`src/eeprom_if_regs.vh`:
```
// Constants for the two-wire EEPROM slave interface
`ifndef EEPROM_IF_REGS_VH
`define EEPROM_IF_REGS_VH
// Core clock rate
`define CLK_MHZ 100
// Power-on initialisation interval, microseconds
`define INIT_TIME_US 100
`define INIT_CYC (`INIT_TIME_US * `CLK_MHZ)
// Internal write cycle duration, microseconds
`define WRITE_TIME_US 1000
`define WRITE_CYC (`WRITE_TIME_US * `CLK_MHZ)
// Device type code in the address byte
`define DEV_TYPE 4'hA
// Page size in bytes, as address bits
`define PAGE_BITS 3
`define PAGE_SIZE 8
// Bit count of an acknowledge slot
`define ACK_SLOT 4'h8
`endif

```
`src/bus_cond_detect.v`:
```
// Pin synchroniser with clock edge and start/stop detection
`timescale 1ns/100ps
module bus_cond_detect (
   input wire core_clk, // Core clock
   input wire rst, // Async reset, active high
   input wire scl_pin, // Raw clock pin
   input wire sda_pin, // Raw data pin level
   output wire sda_lvl, // Synchronised data level
   output wire scl_rise, // Clock rising edge pulse
   output wire scl_fall, // Clock falling edge pulse
   output wire start_det, // Start condition pulse
   output wire stop_det // Stop condition pulse
);
   reg [2:0] scl_ff;
   reg [2:0] sda_ff;

   // Two-stage sync plus one history stage
   always @(posedge core_clk or posedge rst) begin
      if (rst) begin
         scl_ff <= 3'h7;
         sda_ff <= 3'h7;
      end else begin
         scl_ff <= {scl_ff[1:0], scl_pin};
         sda_ff <= {sda_ff[1:0], sda_pin};
      end
   end

   // Edges and bus conditions from stages 1 and 2 only
   assign sda_lvl = sda_ff[1];
   assign scl_rise = scl_ff[1] & ~scl_ff[2];
   assign scl_fall = ~scl_ff[1] & scl_ff[2];
   assign start_det = scl_ff[1] & scl_ff[2] & ~sda_ff[1] & sda_ff[2];
   assign stop_det = scl_ff[1] & scl_ff[2] & sda_ff[1] & ~sda_ff[2];
endmodule

```
`src/eeprom_if.v`:
```
// Two-wire EEPROM slave interface with bus recovery and write commit
// Function
// - A start followed by a stop returns the interface to idle.
// - In idle, without a start condition the interface keeps its state, whatever the master does.
// - The device pulls the data line low for a zero data bit or an acknowledge.
// - Clocking with data high makes the device drop its acknowledge or read output.
// - The start after the dummy clocks resets the interface, and the master follows with a stop.
// - After power-on clear all commands are ignored until the init interval ends.
// - A stop seen during low supply cancels the pending write.
// - A write starts only after a full data byte and a stop right after its acknowledge.
// - A start aborts the command being received and begins a new one.
`timescale 1ns/100ps
`include "eeprom_if_regs.vh"
module eeprom_if #(
   parameter INIT_CYCLES = `INIT_CYC, // Init interval in core cycles
   parameter WRITE_CYCLES = `WRITE_CYC // Write cycle length in core cycles
) (
   input wire core_clk, // Core clock, 100 MHz
   input wire rst, // Power-on clear, async, active high
   input wire scl_i, // Serial clock pin
   input wire sda_i, // Serial data pin level
   output wire sda_o, // Serial data output value, always low
   output wire sda_oe_n, // Data drive enable, low while driving
   input wire chip_select_bit0, // Address strap bit 0
   input wire chip_select_bit1, // Address strap bit 1
   input wire chip_select_bit2, // Address strap bit 2
   input wire low_supply, // Undervoltage detector, high when low
   output wire standby, // High when idle and ready
   output wire write_busy // High during internal write cycle
);
   localparam ST_INIT = 3'h0;
   localparam ST_IDLE = 3'h1;
   localparam ST_DEV = 3'h2;
   localparam ST_WADR = 3'h3;
   localparam ST_WDAT = 3'h4;
   localparam ST_RDAT = 3'h5;
   localparam ST_BUSY = 3'h6;

   wire sda_lvl;
   wire scl_rise;
   wire scl_fall;
   wire start_det;
   wire stop_det;
   reg [2:0] state_ff;
   reg [3:0] bit_cnt_ff;
   reg ack_ff;
   reg oe_n_ff;
   reg [7:0] shift_ff;
   reg [7:0] ptr_ff;
   reg [7:0] page_data_ff [0:`PAGE_SIZE-1];
   reg [`PAGE_SIZE-1:0] page_valid_ff;
   reg byte_seen_ff;
   reg [`PAGE_BITS:0] cm_idx_ff;
   reg [31:0] timer_ff;
   reg [1:0] low_sync_ff;
   reg [5:0] cs_sync_ff;
   reg [7:0] mem [0:255];
   wire [7:0] rd_byte;
   wire addr_match;
   wire commit_ok;
   wire mem_we;
   wire [7:0] mem_wa;
   integer i;

   // Pin synchronisers and bus condition detection
   bus_cond_detect u_cond (
      .core_clk(core_clk),
      .rst(rst),
      .scl_pin(scl_i),
      .sda_pin(sda_i),
      .sda_lvl(sda_lvl),
      .scl_rise(scl_rise),
      .scl_fall(scl_fall),
      .start_det(start_det),
      .stop_det(stop_det)
   );

   // Two-stage sync of detector and straps
   always @(posedge core_clk or posedge rst) begin
      if (rst) begin
         low_sync_ff <= 2'h0;
         cs_sync_ff <= 6'h00;
      end else begin
         low_sync_ff <= {low_sync_ff[0], low_supply};
         cs_sync_ff <= {cs_sync_ff[2:0], chip_select_bit2, chip_select_bit1, chip_select_bit0};
      end
   end

   assign rd_byte = mem[ptr_ff];
   assign addr_match = (shift_ff[7:4] == `DEV_TYPE) && (shift_ff[3:1] == cs_sync_ff[5:3]);
   // stop only in data phase, one clock after ack, byte received
   assign commit_ok = (state_ff == ST_WDAT) && !ack_ff && (bit_cnt_ff <= 4'h1) && byte_seen_ff;

   // Main interface sequencer
   always @(posedge core_clk or posedge rst) begin
      if (rst) begin
         state_ff <= ST_INIT;
         bit_cnt_ff <= 4'h0;
         ack_ff <= 1'b0;
         oe_n_ff <= 1'b1;
         shift_ff <= 8'h00;
         ptr_ff <= 8'h00;
         page_valid_ff <= {`PAGE_SIZE{1'b0}};
         byte_seen_ff <= 1'b0;
         cm_idx_ff <= {(`PAGE_BITS+1){1'b0}};
         timer_ff <= 32'h0;
         for (i = 0; i < `PAGE_SIZE; i = i + 1) begin
            page_data_ff[i] <= 8'h00;
         end
      end else begin
         case (state_ff)
            // ignore all bus activity during init
            ST_INIT: begin
               if (timer_ff >= INIT_CYCLES - 1) begin
                  timer_ff <= 32'h0;
                  state_ff <= ST_IDLE;
               end else begin
                  timer_ff <= timer_ff + 32'h1;
               end
            end
            // array updated only from the committed page
            ST_BUSY: begin
               if (cm_idx_ff < `PAGE_SIZE) begin
                  cm_idx_ff <= cm_idx_ff + 1'b1;
               end
               if (timer_ff >= WRITE_CYCLES - 1) begin
                  timer_ff <= 32'h0;
                  page_valid_ff <= {`PAGE_SIZE{1'b0}};
                  state_ff <= ST_IDLE;
               end else begin
                  timer_ff <= timer_ff + 32'h1;
               end
            end
            default: begin
               if (start_det) begin
                  // start after dummy clocks resets interface
                  state_ff <= ST_DEV;
                  bit_cnt_ff <= 4'h0;
                  ack_ff <= 1'b0;
                  oe_n_ff <= 1'b1;
                  page_valid_ff <= {`PAGE_SIZE{1'b0}};
                  byte_seen_ff <= 1'b0;
               end else if (stop_det) begin
                  ack_ff <= 1'b0;
                  oe_n_ff <= 1'b1;
                  bit_cnt_ff <= 4'h0;
                  byte_seen_ff <= 1'b0;
                  if (commit_ok && !low_sync_ff[1]) begin
                     state_ff <= ST_BUSY;
                     cm_idx_ff <= {(`PAGE_BITS+1){1'b0}};
                     timer_ff <= 32'h0;
                  end else begin
                     state_ff <= ST_IDLE;
                     page_valid_ff <= {`PAGE_SIZE{1'b0}};
                  end
               end else if (state_ff == ST_RDAT) begin
                  if (scl_rise) begin
                     if (bit_cnt_ff == `ACK_SLOT) begin
                        // master nack or data high ends output
                        if (sda_lvl) begin
                           state_ff <= ST_IDLE;
                        end else begin
                           bit_cnt_ff <= 4'h0;
                           shift_ff <= rd_byte;
                        end
                     end else begin
                        bit_cnt_ff <= bit_cnt_ff + 4'h1;
                     end
                  end else if (scl_fall) begin
                     if (bit_cnt_ff == `ACK_SLOT) begin
                        oe_n_ff <= 1'b1;
                        ptr_ff <= ptr_ff + 8'h01;
                     end else begin
                        // drive low for a zero data bit
                        oe_n_ff <= shift_ff[3'h7 - bit_cnt_ff[2:0]];
                     end
                  end
               end else if (state_ff != ST_IDLE) begin
                  // receive states advance only on bus clocks
                  if (scl_rise && (bit_cnt_ff < `ACK_SLOT)) begin
                     shift_ff <= {shift_ff[6:0], sda_lvl};
                     bit_cnt_ff <= bit_cnt_ff + 4'h1;
                  end else if (scl_fall && (bit_cnt_ff == `ACK_SLOT)) begin
                     if (!ack_ff) begin
                        if ((state_ff == ST_DEV) && !addr_match) begin
                           state_ff <= ST_IDLE;
                        end else begin
                           ack_ff <= 1'b1;
                           oe_n_ff <= 1'b0;
                           if (state_ff == ST_WADR) begin
                              ptr_ff <= shift_ff;
                           end
                           if (state_ff == ST_WDAT) begin
                              page_data_ff[ptr_ff[`PAGE_BITS-1:0]] <= shift_ff;
                              page_valid_ff[ptr_ff[`PAGE_BITS-1:0]] <= 1'b1;
                              byte_seen_ff <= 1'b1;
                           end
                        end
                     end else begin
                        // Acknowledge done, release and move on
                        ack_ff <= 1'b0;
                        bit_cnt_ff <= 4'h0;
                        oe_n_ff <= 1'b1;
                        case (state_ff)
                           ST_DEV: begin
                              if (shift_ff[0]) begin
                                 state_ff <= ST_RDAT;
                                 shift_ff <= rd_byte;
                                 oe_n_ff <= rd_byte[7];
                              end else begin
                                 state_ff <= ST_WADR;
                              end
                           end
                           ST_WADR: begin
                              state_ff <= ST_WDAT;
                           end
                           ST_WDAT: begin
                              ptr_ff[`PAGE_BITS-1:0] <= ptr_ff[`PAGE_BITS-1:0] + 1'b1;
                           end
                           default: begin
                              state_ff <= ST_IDLE;
                           end
                        endcase
                     end
                  end
               end
            end
         endcase
      end
   end

   // Array write port, one page entry per cycle
   assign mem_we = (state_ff == ST_BUSY) && (cm_idx_ff < `PAGE_SIZE)
                   && page_valid_ff[cm_idx_ff[`PAGE_BITS-1:0]];
   assign mem_wa = {ptr_ff[7:`PAGE_BITS], cm_idx_ff[`PAGE_BITS-1:0]};

   always @(posedge core_clk) begin
      if (mem_we) begin
         mem[mem_wa] <= page_data_ff[cm_idx_ff[`PAGE_BITS-1:0]];
      end
   end

   // Pin and status outputs
   assign sda_o = 1'b0;
   assign sda_oe_n = oe_n_ff;
   assign standby = (state_ff == ST_IDLE);
   assign write_busy = (state_ff == ST_BUSY);
endmodule

```
`config.mk`:
```
export PLATFORM = sky130hd
export DESIGN_NAME = eeprom_if
export DESIGN_NICKNAME = d
export VERILOG_FILES = /design/src/bus_cond_detect.v /design/src/eeprom_if.v
export VERILOG_INCLUDE_DIRS = /design/src
export SDC_FILE = /design/constraint.sdc
export NUM_CORES = 2
export LEC_CHECK = 0
export ABC_CLOCK_PERIOD_IN_PS = 11170
export BUFFER_PORTS_ARGS = -buffer_cell sky130_fd_sc_hd__buf_2
export CORE_MARGIN = 1
export CORE_UTILIZATION = 45
export DETAILED_ROUTE_END_ITERATION = 6
export PLACE_DENSITY = 0.57
export SKIP_CTS_REPAIR_TIMING = 1
export SLEW_MARGIN = 0
export SYNTH_ARGS = -nofsm -noshare
export SYNTH_HDL_FRONTEND = slang
export SYNTH_HIERARCHICAL = 1
export SYNTH_SLANG_ARGS = --single-unit
```
`constraint.sdc`:
```
create_clock -name core_clk -period 11.17 [get_ports core_clk]
set_clock_uncertainty 0.15 [all_clocks]
set_input_delay 1.6755 -clock core_clk [delete_from_list [all_inputs] [get_ports core_clk]]
set_output_delay 1.6755 -clock core_clk [all_outputs]
set_load 0.1 [all_outputs]
```
After elaboration in Yosys (flattened, before gate mapping):

Memory sizes are Yosys's and may differ from the RTL's.
Index checks and enable logic that the tools add are counted.

* multiplexer cells: 116
* bitwise logic cells: 22
* equality and inequality tests: 45
* add/subtract/negate cells: 6
* order comparisons: 12
* reduce and logical (&&, ||, !) cells: 55

Operator list (number)
* $mux 8: 33
* $mux 32: 5
* $bwmux 64: 1
* $pmux 32 s2: 1
* $mux 4: 14
* $mux 3: 17
* $reduce_and 10->1: 4
* $ne 4x4->1 const B: 9
* $mux 1: 35
* $add 32x1->32 const B: 1
* $ge 32x14->1 const B: 1
* $ge 32x17->1 const B: 1
* $reduce_bool 3->1: 10
* $bmux 8 s3: 1
* $demux 8 s3: 1
* $reduce_and 12->1: 2
* $reduce_bool 4->1: 5
* $ne 2x2->1 const B: 8
* $pmux 8 s2: 1
* $ne 3x3->1 const B: 5
* $logic_and 1x1->1: 12
* $lt 3x4->1 const B: 3
* $ne 6x4->1 const B: 2
* $ne 6x5->1 const B: 2
* 42 further kinds: 82

* logic and storage cells: 281
* memories kept: 1
* bits in writable memories: 2048
* output and inout bits: 4
* bits in registers: 148

Memories
* mem: depth 256, bits a word 8, rd ports 1, clocked after Yosys merged registers in 0, wr ports 1, line eeprom_if.v:57 `reg [7:0] mem [0:255];`

Longest topological paths before layout:

* word-level depth: 15
* gate-level depth with buffers: 14
* depth with buffers taken out: 8

By module:

Netlist, hierarchy kept.

By module, submodules not included
* eeprom_if: area each 87836.7 um^2, sequential area each 65053.6 um^2, cells each 5241, instances 1
* bus_cond_detect: area each 193.9 um^2, sequential area each 157.7 um^2, cells each 11, instances 1

Worst setup path after synthesis:

No wires, ideal clock.

* kind: register to register
* start point: register cm_idx_ff[0]
* end point: memory mem[0][0] (data pin)
* period minus slack after synthesis: 4075 ps
* data required time: 10465 ps
* arrival time: 3370 ps
* stages on the path, launching flop included: 5
* path slack: 7095 ps
* path buffers: 2
* path through: dfrtp_1 -> buf_1 -> buf_2 -> mux4_2 -> mux2_2

* longest elaborated chain between the ends: 4

Ends and longest elaborated chain
* start: declaration: line eeprom_if.v:53 `` reg [`PAGE_BITS:0] cm_idx_ff; ``
* start signal: assignment: line eeprom_if.v:105 `` cm_idx_ff <= {(`PAGE_BITS+1){1'b0}}; ``
* start signal: assignment: line eeprom_if.v:124 `cm_idx_ff <= cm_idx_ff + 1'b1;`
* start signal: assignment: line eeprom_if.v:150 `` cm_idx_ff <= {(`PAGE_BITS+1){1'b0}}; ``
* $not 3->4: line eeprom_if.v:239 `` mem[mem_wa] <= page_data_ff[cm_idx_ff[`PAGE_BITS-1:0]]; ``
* $bmux 8 s3: line eeprom_if.v:239
* $mux 8 (2 in series): line eeprom_if.v:239
* end: declaration: line eeprom_if.v:57

No other way between the ends. The select of a mux whose other input is x is not followed.

Worst setup path after layout:

* start point: register ptr_ff[2]
* end point: register shift_ff[1]

* longest elaborated chain between the ends: 8
* elaborated cells on any way between the ends: 11

Ends and longest elaborated chain
* start: declaration: line eeprom_if.v:49 `reg [7:0] ptr_ff;`
* start signal: assignment: line eeprom_if.v:172 `ptr_ff <= ptr_ff + 8'h01;`
* start signal: assignment: line eeprom_if.v:191 `ptr_ff <= shift_ff;`
* start signal: indexed assignment: line eeprom_if.v:218 `` ptr_ff[`PAGE_BITS-1:0] <= ptr_ff[`PAGE_BITS-1:0] + 1'b1; ``
* $mem_v2 256x8 (*)
* $mux 8: line eeprom_if.v:206 `if (shift_ff[0]) begin`
* $mux 8: line eeprom_if.v:204 `case (state_ff)`
* $mux 8: line eeprom_if.v:184 `if (!ack_ff) begin`
* $mux 8: line eeprom_if.v:183 `` end else if (scl_fall && (bit_cnt_ff == `ACK_SLOT)) begin ``
* $mux 8: line eeprom_if.v:180 `` if (scl_rise && (bit_cnt_ff < `ACK_SLOT)) begin ``
* $mux 8: line eeprom_if.v:178 `end else if (state_ff != ST_IDLE) begin`
* $mux 8 (*): line eeprom_if.v:156 `end else if (state_ff == ST_RDAT) begin`
* end signal: assignment: line eeprom_if.v:164 `shift_ff <= rd_byte;`
* end signal: assignment: line eeprom_if.v:181 `shift_ff <= {shift_ff[6:0], sda_lvl};`
* end signal: assignment: line eeprom_if.v:208 `shift_ff <= rd_byte;`
* end: declaration: line eeprom_if.v:48 `reg [7:0] shift_ff;`

Mark *: on every way between the ends. The rest lies on a longest branch, timed or not. The select of a mux whose other input is x is not followed.
A chain may end at the register's enable or synchronous reset.

==> impl_results.html <==
<table>
<tr><th>Metric</th><th>Value</th></tr>
<tr><th colspan="2">Layout</th></tr>
<tr><td>Multi-input gate area in the final layout</td><td>0.0209 mm2</td></tr>
<tr><td>Sequential Area</td><td>0.0652 mm2</td></tr>
<tr><td>Non-filler cells, final</td><td>7962</td></tr>
<tr><td>NumNets Final</td><td>5252</td></tr>
<tr><td>Fin area</td><td>0.0977 mm2</td></tr>
<tr><td>Fillers</td><td>15811</td></tr>
<tr><td>Layout overhead on the synthesized area</td><td>11.0%</td></tr>
<tr><td>Fraction of layout cells with a size suffix above 1</td><td>0.176</td></tr>
<tr><th colspan="2">Detailed routing</th></tr>
<tr><td>Drt via density</td><td>6.66</td></tr>
<tr><td>Wire length per cell after detailed routing</td><td>36.2 um</td></tr>
<tr><td>Total length of routed wires</td><td>288000 um</td></tr>
<tr><td>Remaining design rule violation count</td><td>0</td></tr>
<tr><td>DRC marker count from the first detailed-route iteration</td><td>7838</td></tr>
<tr><td>Number of vias in the routed layout</td><td>53012</td></tr>
<tr><td>First-pass DRT Iterations</td><td>6</td></tr>
<tr><td>Number of nets with antenna violations after routing</td><td>0</td></tr>
<tr><th colspan="2">Setup path</th></tr>
<tr><td>Data required time at the worst endpoint</td><td>11.77 ns</td></tr>
<tr><td>Top cell by count, worst path</td><td>buf_4</td></tr>
<tr><td>Data arrival time of the worst path</td><td>6.18 ns</td></tr>
<tr><td>Kind of capture point of the worst setup path</td><td>flip-flop</td></tr>
<tr><td>Highest cell delay on the worst timing path</td><td>1.07 ns</td></tr>
<tr><td>Crit Path Class</td><td>flip-flop to flip-flop</td></tr>
<tr><td>Critical path, cell by cell</td><td>buf_4 -&gt; clkinv_2 -&gt; buf_4 -&gt; buf_4 -&gt; a2111oi_0 -&gt; a211oi_1 -&gt; a311oi_1 -&gt; o32a_1 -&gt; o211ai_1</td></tr>
<tr><td>Cell with the biggest individual delay on the critical path</td><td>a311oi_1</td></tr>
<tr><td>Largest fanout on the critical path</td><td>35</td></tr>
<tr><td>Critical path startpoint category</td><td>flip-flop</td></tr>
<tr><th colspan="2">Clocking</th></tr>
<tr><td>Clock tree from TritonCTS</td><td>yes</td></tr>
<tr><td>Sink count of the clock tree</td><td>2196</td></tr>
<tr><td>CTS Buf Count</td><td>223</td></tr>
<tr><td>Clock root buffer</td><td>clkbuf_16</td></tr>
<tr><td>CTS H-Tree Depth</td><td>4</td></tr>
<tr><td>Number of buffers on the longest clock path</td><td>3</td></tr>
<tr><td>Later-pin clock latency in the skew report</td><td>0.89 ns</td></tr>
<tr><td>Clock transition time at the flip-flop clock pins of the worst setup and hold paths</td><td>0.06 ns</td></tr>
<tr><th colspan="2">Outcome</th></tr>
<tr><td>Run status</td><td>finished clean</td></tr>
<tr><th colspan="2">Logic synthesis</th></tr>
<tr><td>Dominant cell by count in the synthesized netlist</td><td>edfxtp_1</td></tr>
<tr><td>Area share of the leading cell type in the synthesized netlist</td><td>0.699</td></tr>
<tr><td>Top_reg_cell synth</td><td>edfxtp_1</td></tr>
<tr><td>Mean post-synth cell area</td><td>16.8 um2</td></tr>
<tr><td>Total nets after synthesis</td><td>5269</td></tr>
<tr><td>Share of flip-flops with an asynchronous set or reset</td><td>0.0674</td></tr>
<tr><td>Number of enable-type register cells in the synthesized netlist</td><td>2048</td></tr>
<tr><td>Cell type with the largest total area after synthesis</td><td>edfxtp_1</td></tr>
<tr><td>Post-synth top cells</td><td>2048 x edfxtp_1, 364 x nor2_1, 313 x mux2_2</td></tr>
<tr><td>Fraction of the yosys area taken by sequential cells</td><td>0.741</td></tr>
<tr><td>Yosys warnings</td><td>6</td></tr>
<tr><td>Flip-flop and latch count after synthesis</td><td>2196</td></tr>
<tr><td>Cell area after synthesis</td><td>0.0880 mm2</td></tr>
<tr><td>Post-Synthesis Cells</td><td>5252</td></tr>
<tr><td>Synth top area cells</td><td>edfxtp_1 70%, dfrtp_1 4.0%, mux2_2 4.0%</td></tr>
<tr><td>Cell variety after synth</td><td>99</td></tr>
<tr><th colspan="2">Placement</th></tr>
<tr><td>Placed Area</td><td>0.0905 mm2</td></tr>
<tr><td>Number of input and output port buffers inserted</td><td>10</td></tr>
<tr><td>Final weighted congestion in routability-driven placement</td><td>0.888</td></tr>
<tr><td>Number of cells in the design after placement</td><td>7536</td></tr>
<tr><td>DP HPWL</td><td>165000 um</td></tr>
<tr><th colspan="2">Run</th></tr>
<tr><td>Maximum Capacitance Violations</td><td>0</td></tr>
<tr><th colspan="2">GRT</th></tr>
<tr><td>Overflow left after global routing</td><td>0</td></tr>
<tr><td>Initial antenna violation count</td><td>17</td></tr>
<tr><td>Overall Global Routing Usage</td><td>0.289</td></tr>
<tr><td>First-pass GRT wire length</td><td>403000 um</td></tr>
<tr><td>Number of global-route vias before repair</td><td>50654</td></tr>
<tr><td>Largest net degree at the start of global routing</td><td>118</td></tr>
<tr><th colspan="2">Die</th></tr>
<tr><td>Die X-Extent</td><td>444 um</td></tr>
<tr><td>Starting Density</td><td>0.455</td></tr>
<tr><td>Row cnt</td><td>161</td></tr>
<tr><td>Chip height</td><td>444 um</td></tr>
<tr><td>Area enclosed by the die boundary</td><td>0.197 mm2</td></tr>
<tr><td>Number of ports placed on the die boundary</td><td>12</td></tr>
<tr><td>Core area</td><td>0.193 mm2</td></tr>
<tr><th colspan="2">Pwr</th></tr>
<tr><td>Power, Total</td><td>16.3 mW</td></tr>
<tr><td>Worst vdd rail ir drop</td><td>0.000173 V</td></tr>
<tr><td>Static leakage power</td><td>26.1 nW</td></tr>
<tr><td>Power density cells</td><td>167 mW/mm2</td></tr>
<tr><th colspan="2">Timing</th></tr>
<tr><td>Part of the cycle the worst path needs</td><td>0.499</td></tr>
<tr><td>Transition time at the pin with the least slew margin</td><td>1.38 ns</td></tr>
<tr><td>Clock period minus final worst setup slack</td><td>5.58 ns</td></tr>
<tr><td>Total count of max-transition violations in the final report</td><td>0</td></tr>
<tr><td>Remaining max-slew budget at the tightest pin</td><td>0.0765</td></tr>
<tr><td>Final setup vio count</td><td>0</td></tr>
<tr><td>Final count of hold timing violations</td><td>0</td></tr>
<tr><td>RSZ-0062 raised after global routing</td><td>false</td></tr>
<tr><td>Setup TNS</td><td>0 ns</td></tr>
<tr><td>Highest achievable clock rate</td><td>179 MHz</td></tr>
<tr><th colspan="2">Worst hold path</th></tr>
<tr><td>Hold/Removal Path Class</td><td>flip-flop to flip-flop</td></tr>
</table>
==> routing by layer <==
| layer | up-vias | GRT usage | wire length [um] |
|---|---|---|---|
| met1 | 27647 | 0.414 | 115000 |
| li1 | 21261 | - | - |
| met4 | 8 | 0.105 | 11400 |
| met2 | 3499 | 0.433 | 129000 |
| met3 | 597 | 0.0646 | 32900 |
| met5 | - | 0 | 154 |
==> worst paths after layout <==
path / from / to / slack, ns / cells past startpoint
max in group asynchronous: rst / ptr_ff[0]$_DFFE_PP0P_ / 8.44 / 3
worst min register to register: u_cond/scl_ff[0]$_DFF_PP1_ / u_cond/scl_ff[1]$_DFF_PP1_ / 0.21 / 0
worst min-delay path: u_cond/scl_ff[0]$_DFF_PP1_ / u_cond/scl_ff[1]$_DFF_PP1_ / 0.21 / 0
worst max register to register: ptr_ff[2]$_DFFE_PP0P_ / shift_ff[1]$_DFFE_PP0P_ / 5.59 / 9
worst max-delay path: ptr_ff[2]$_DFFE_PP0P_ / shift_ff[1]$_DFFE_PP0P_ / 5.59 / 9
min in group asynchronous: rst / cs_sync_ff[2]$_DFF_PP0_ / 0.74 / 2
==> flip-flops by register name, indices dropped and copies added (netlist names) <==
signal         count
page_valid_ff      8
low_sync_ff        2
state_ff           3
timer_ff          32
sda_oe_n           1
u_cond/scl_ff      3
ptr_ff             8
ack_ff             1
page_data_ff      64
u_cond/sda_ff      3
cs_sync_ff         6
bit_cnt_ff         4
cm_idx_ff          4
shift_ff           8
byte_seen_ff       1
mem             2048
==> report_power, final <==
group | total (mW) | leakage (nW) | switching [mW] | internal [mW]
Combinational | 0.0226 | 6.49 | 0.0193 | 0.00329
Clock | 7.41 | 3.51 | 3.24 | 4.16
Sequential | 8.86 | 16.1 | 0.00175 | 8.86
Total | 16.3 | 26.1 | 3.26 | 13.0
==> logic make-up (layout without fill, tap and decap cells) <==
family	Yosys count	count (layout)	synth area share
flip-flops	2196	2196	0.741
multiplexers	605	605	0.0866
adder cells (fa/ha/maj)	9	9	0.00128
XOR/XNOR	4	4	0.000398
AO/OA/AOI/OAI	1151	1151	0.0993
buffers and inverters	408	586	0.0252
AND/OR/NAND/NOR	878	878	0.0464
other	1	7	0.0000426
==> cells in the final DEF, fill, tap and decap left out, drive strengths merged, types with 10 or more instances in the layout <==
master,n
a221oi,204
nand2b,24
a22oi,167
a211oi,22
a22o,42
o22ai,13
bufinv,16
dfrtp,141
o2bb2ai,61
a21oi,154
nor2b,20
a221o,70
and2,13
nor4,11
o311ai,10
and3,39
o21ai,110
o221ai,55
inv,23
o2111ai,18
mux2,329
edfxtp,2048
buf,148
clkinv,98
clkbuf,292
nand3,61
nand3b,18
nor2,372
nor3,27
o211ai,64
nor3b,11
nand4,22
o31ai,14
mux4,92
a31oi,48
nand2,222
mux2i,184
==> critical path, delay by kind of cell, from the launching register on <==
family,cells,cell delay (ns)
flip-flops,1,0.78
buffers and inverters,4,1.93
AO/OA/AOI/OAI,5,2.49
==> metrics by stage <==
stage	worst slack (ns)	hold WS, ns	utilization
6_report	5.59	0.206	0.505
5_1_grt	5.64	0.211	0.505
4_1_cts	5.76	0.209	0.505
3_5_place_dp	5.81	0.189	0.468
3_3_place_gp	5.29	0.195	0.468
2_1_floorplan	5.54	0.181	-
==> layout make-up <==
type,count,share of cell area
Antenna cell,6,0.000154
Clock buffer,292,0.0614
Clock inverter,128,0.0124
Inverter,18,0.000883
Multi-Input combinational cell,2648,0.214
Sequential cell,2196,0.667
Tap cell,2526,0.0323
Timing Repair Buffer,148,0.0117
(Power assumes the default switching activity.)
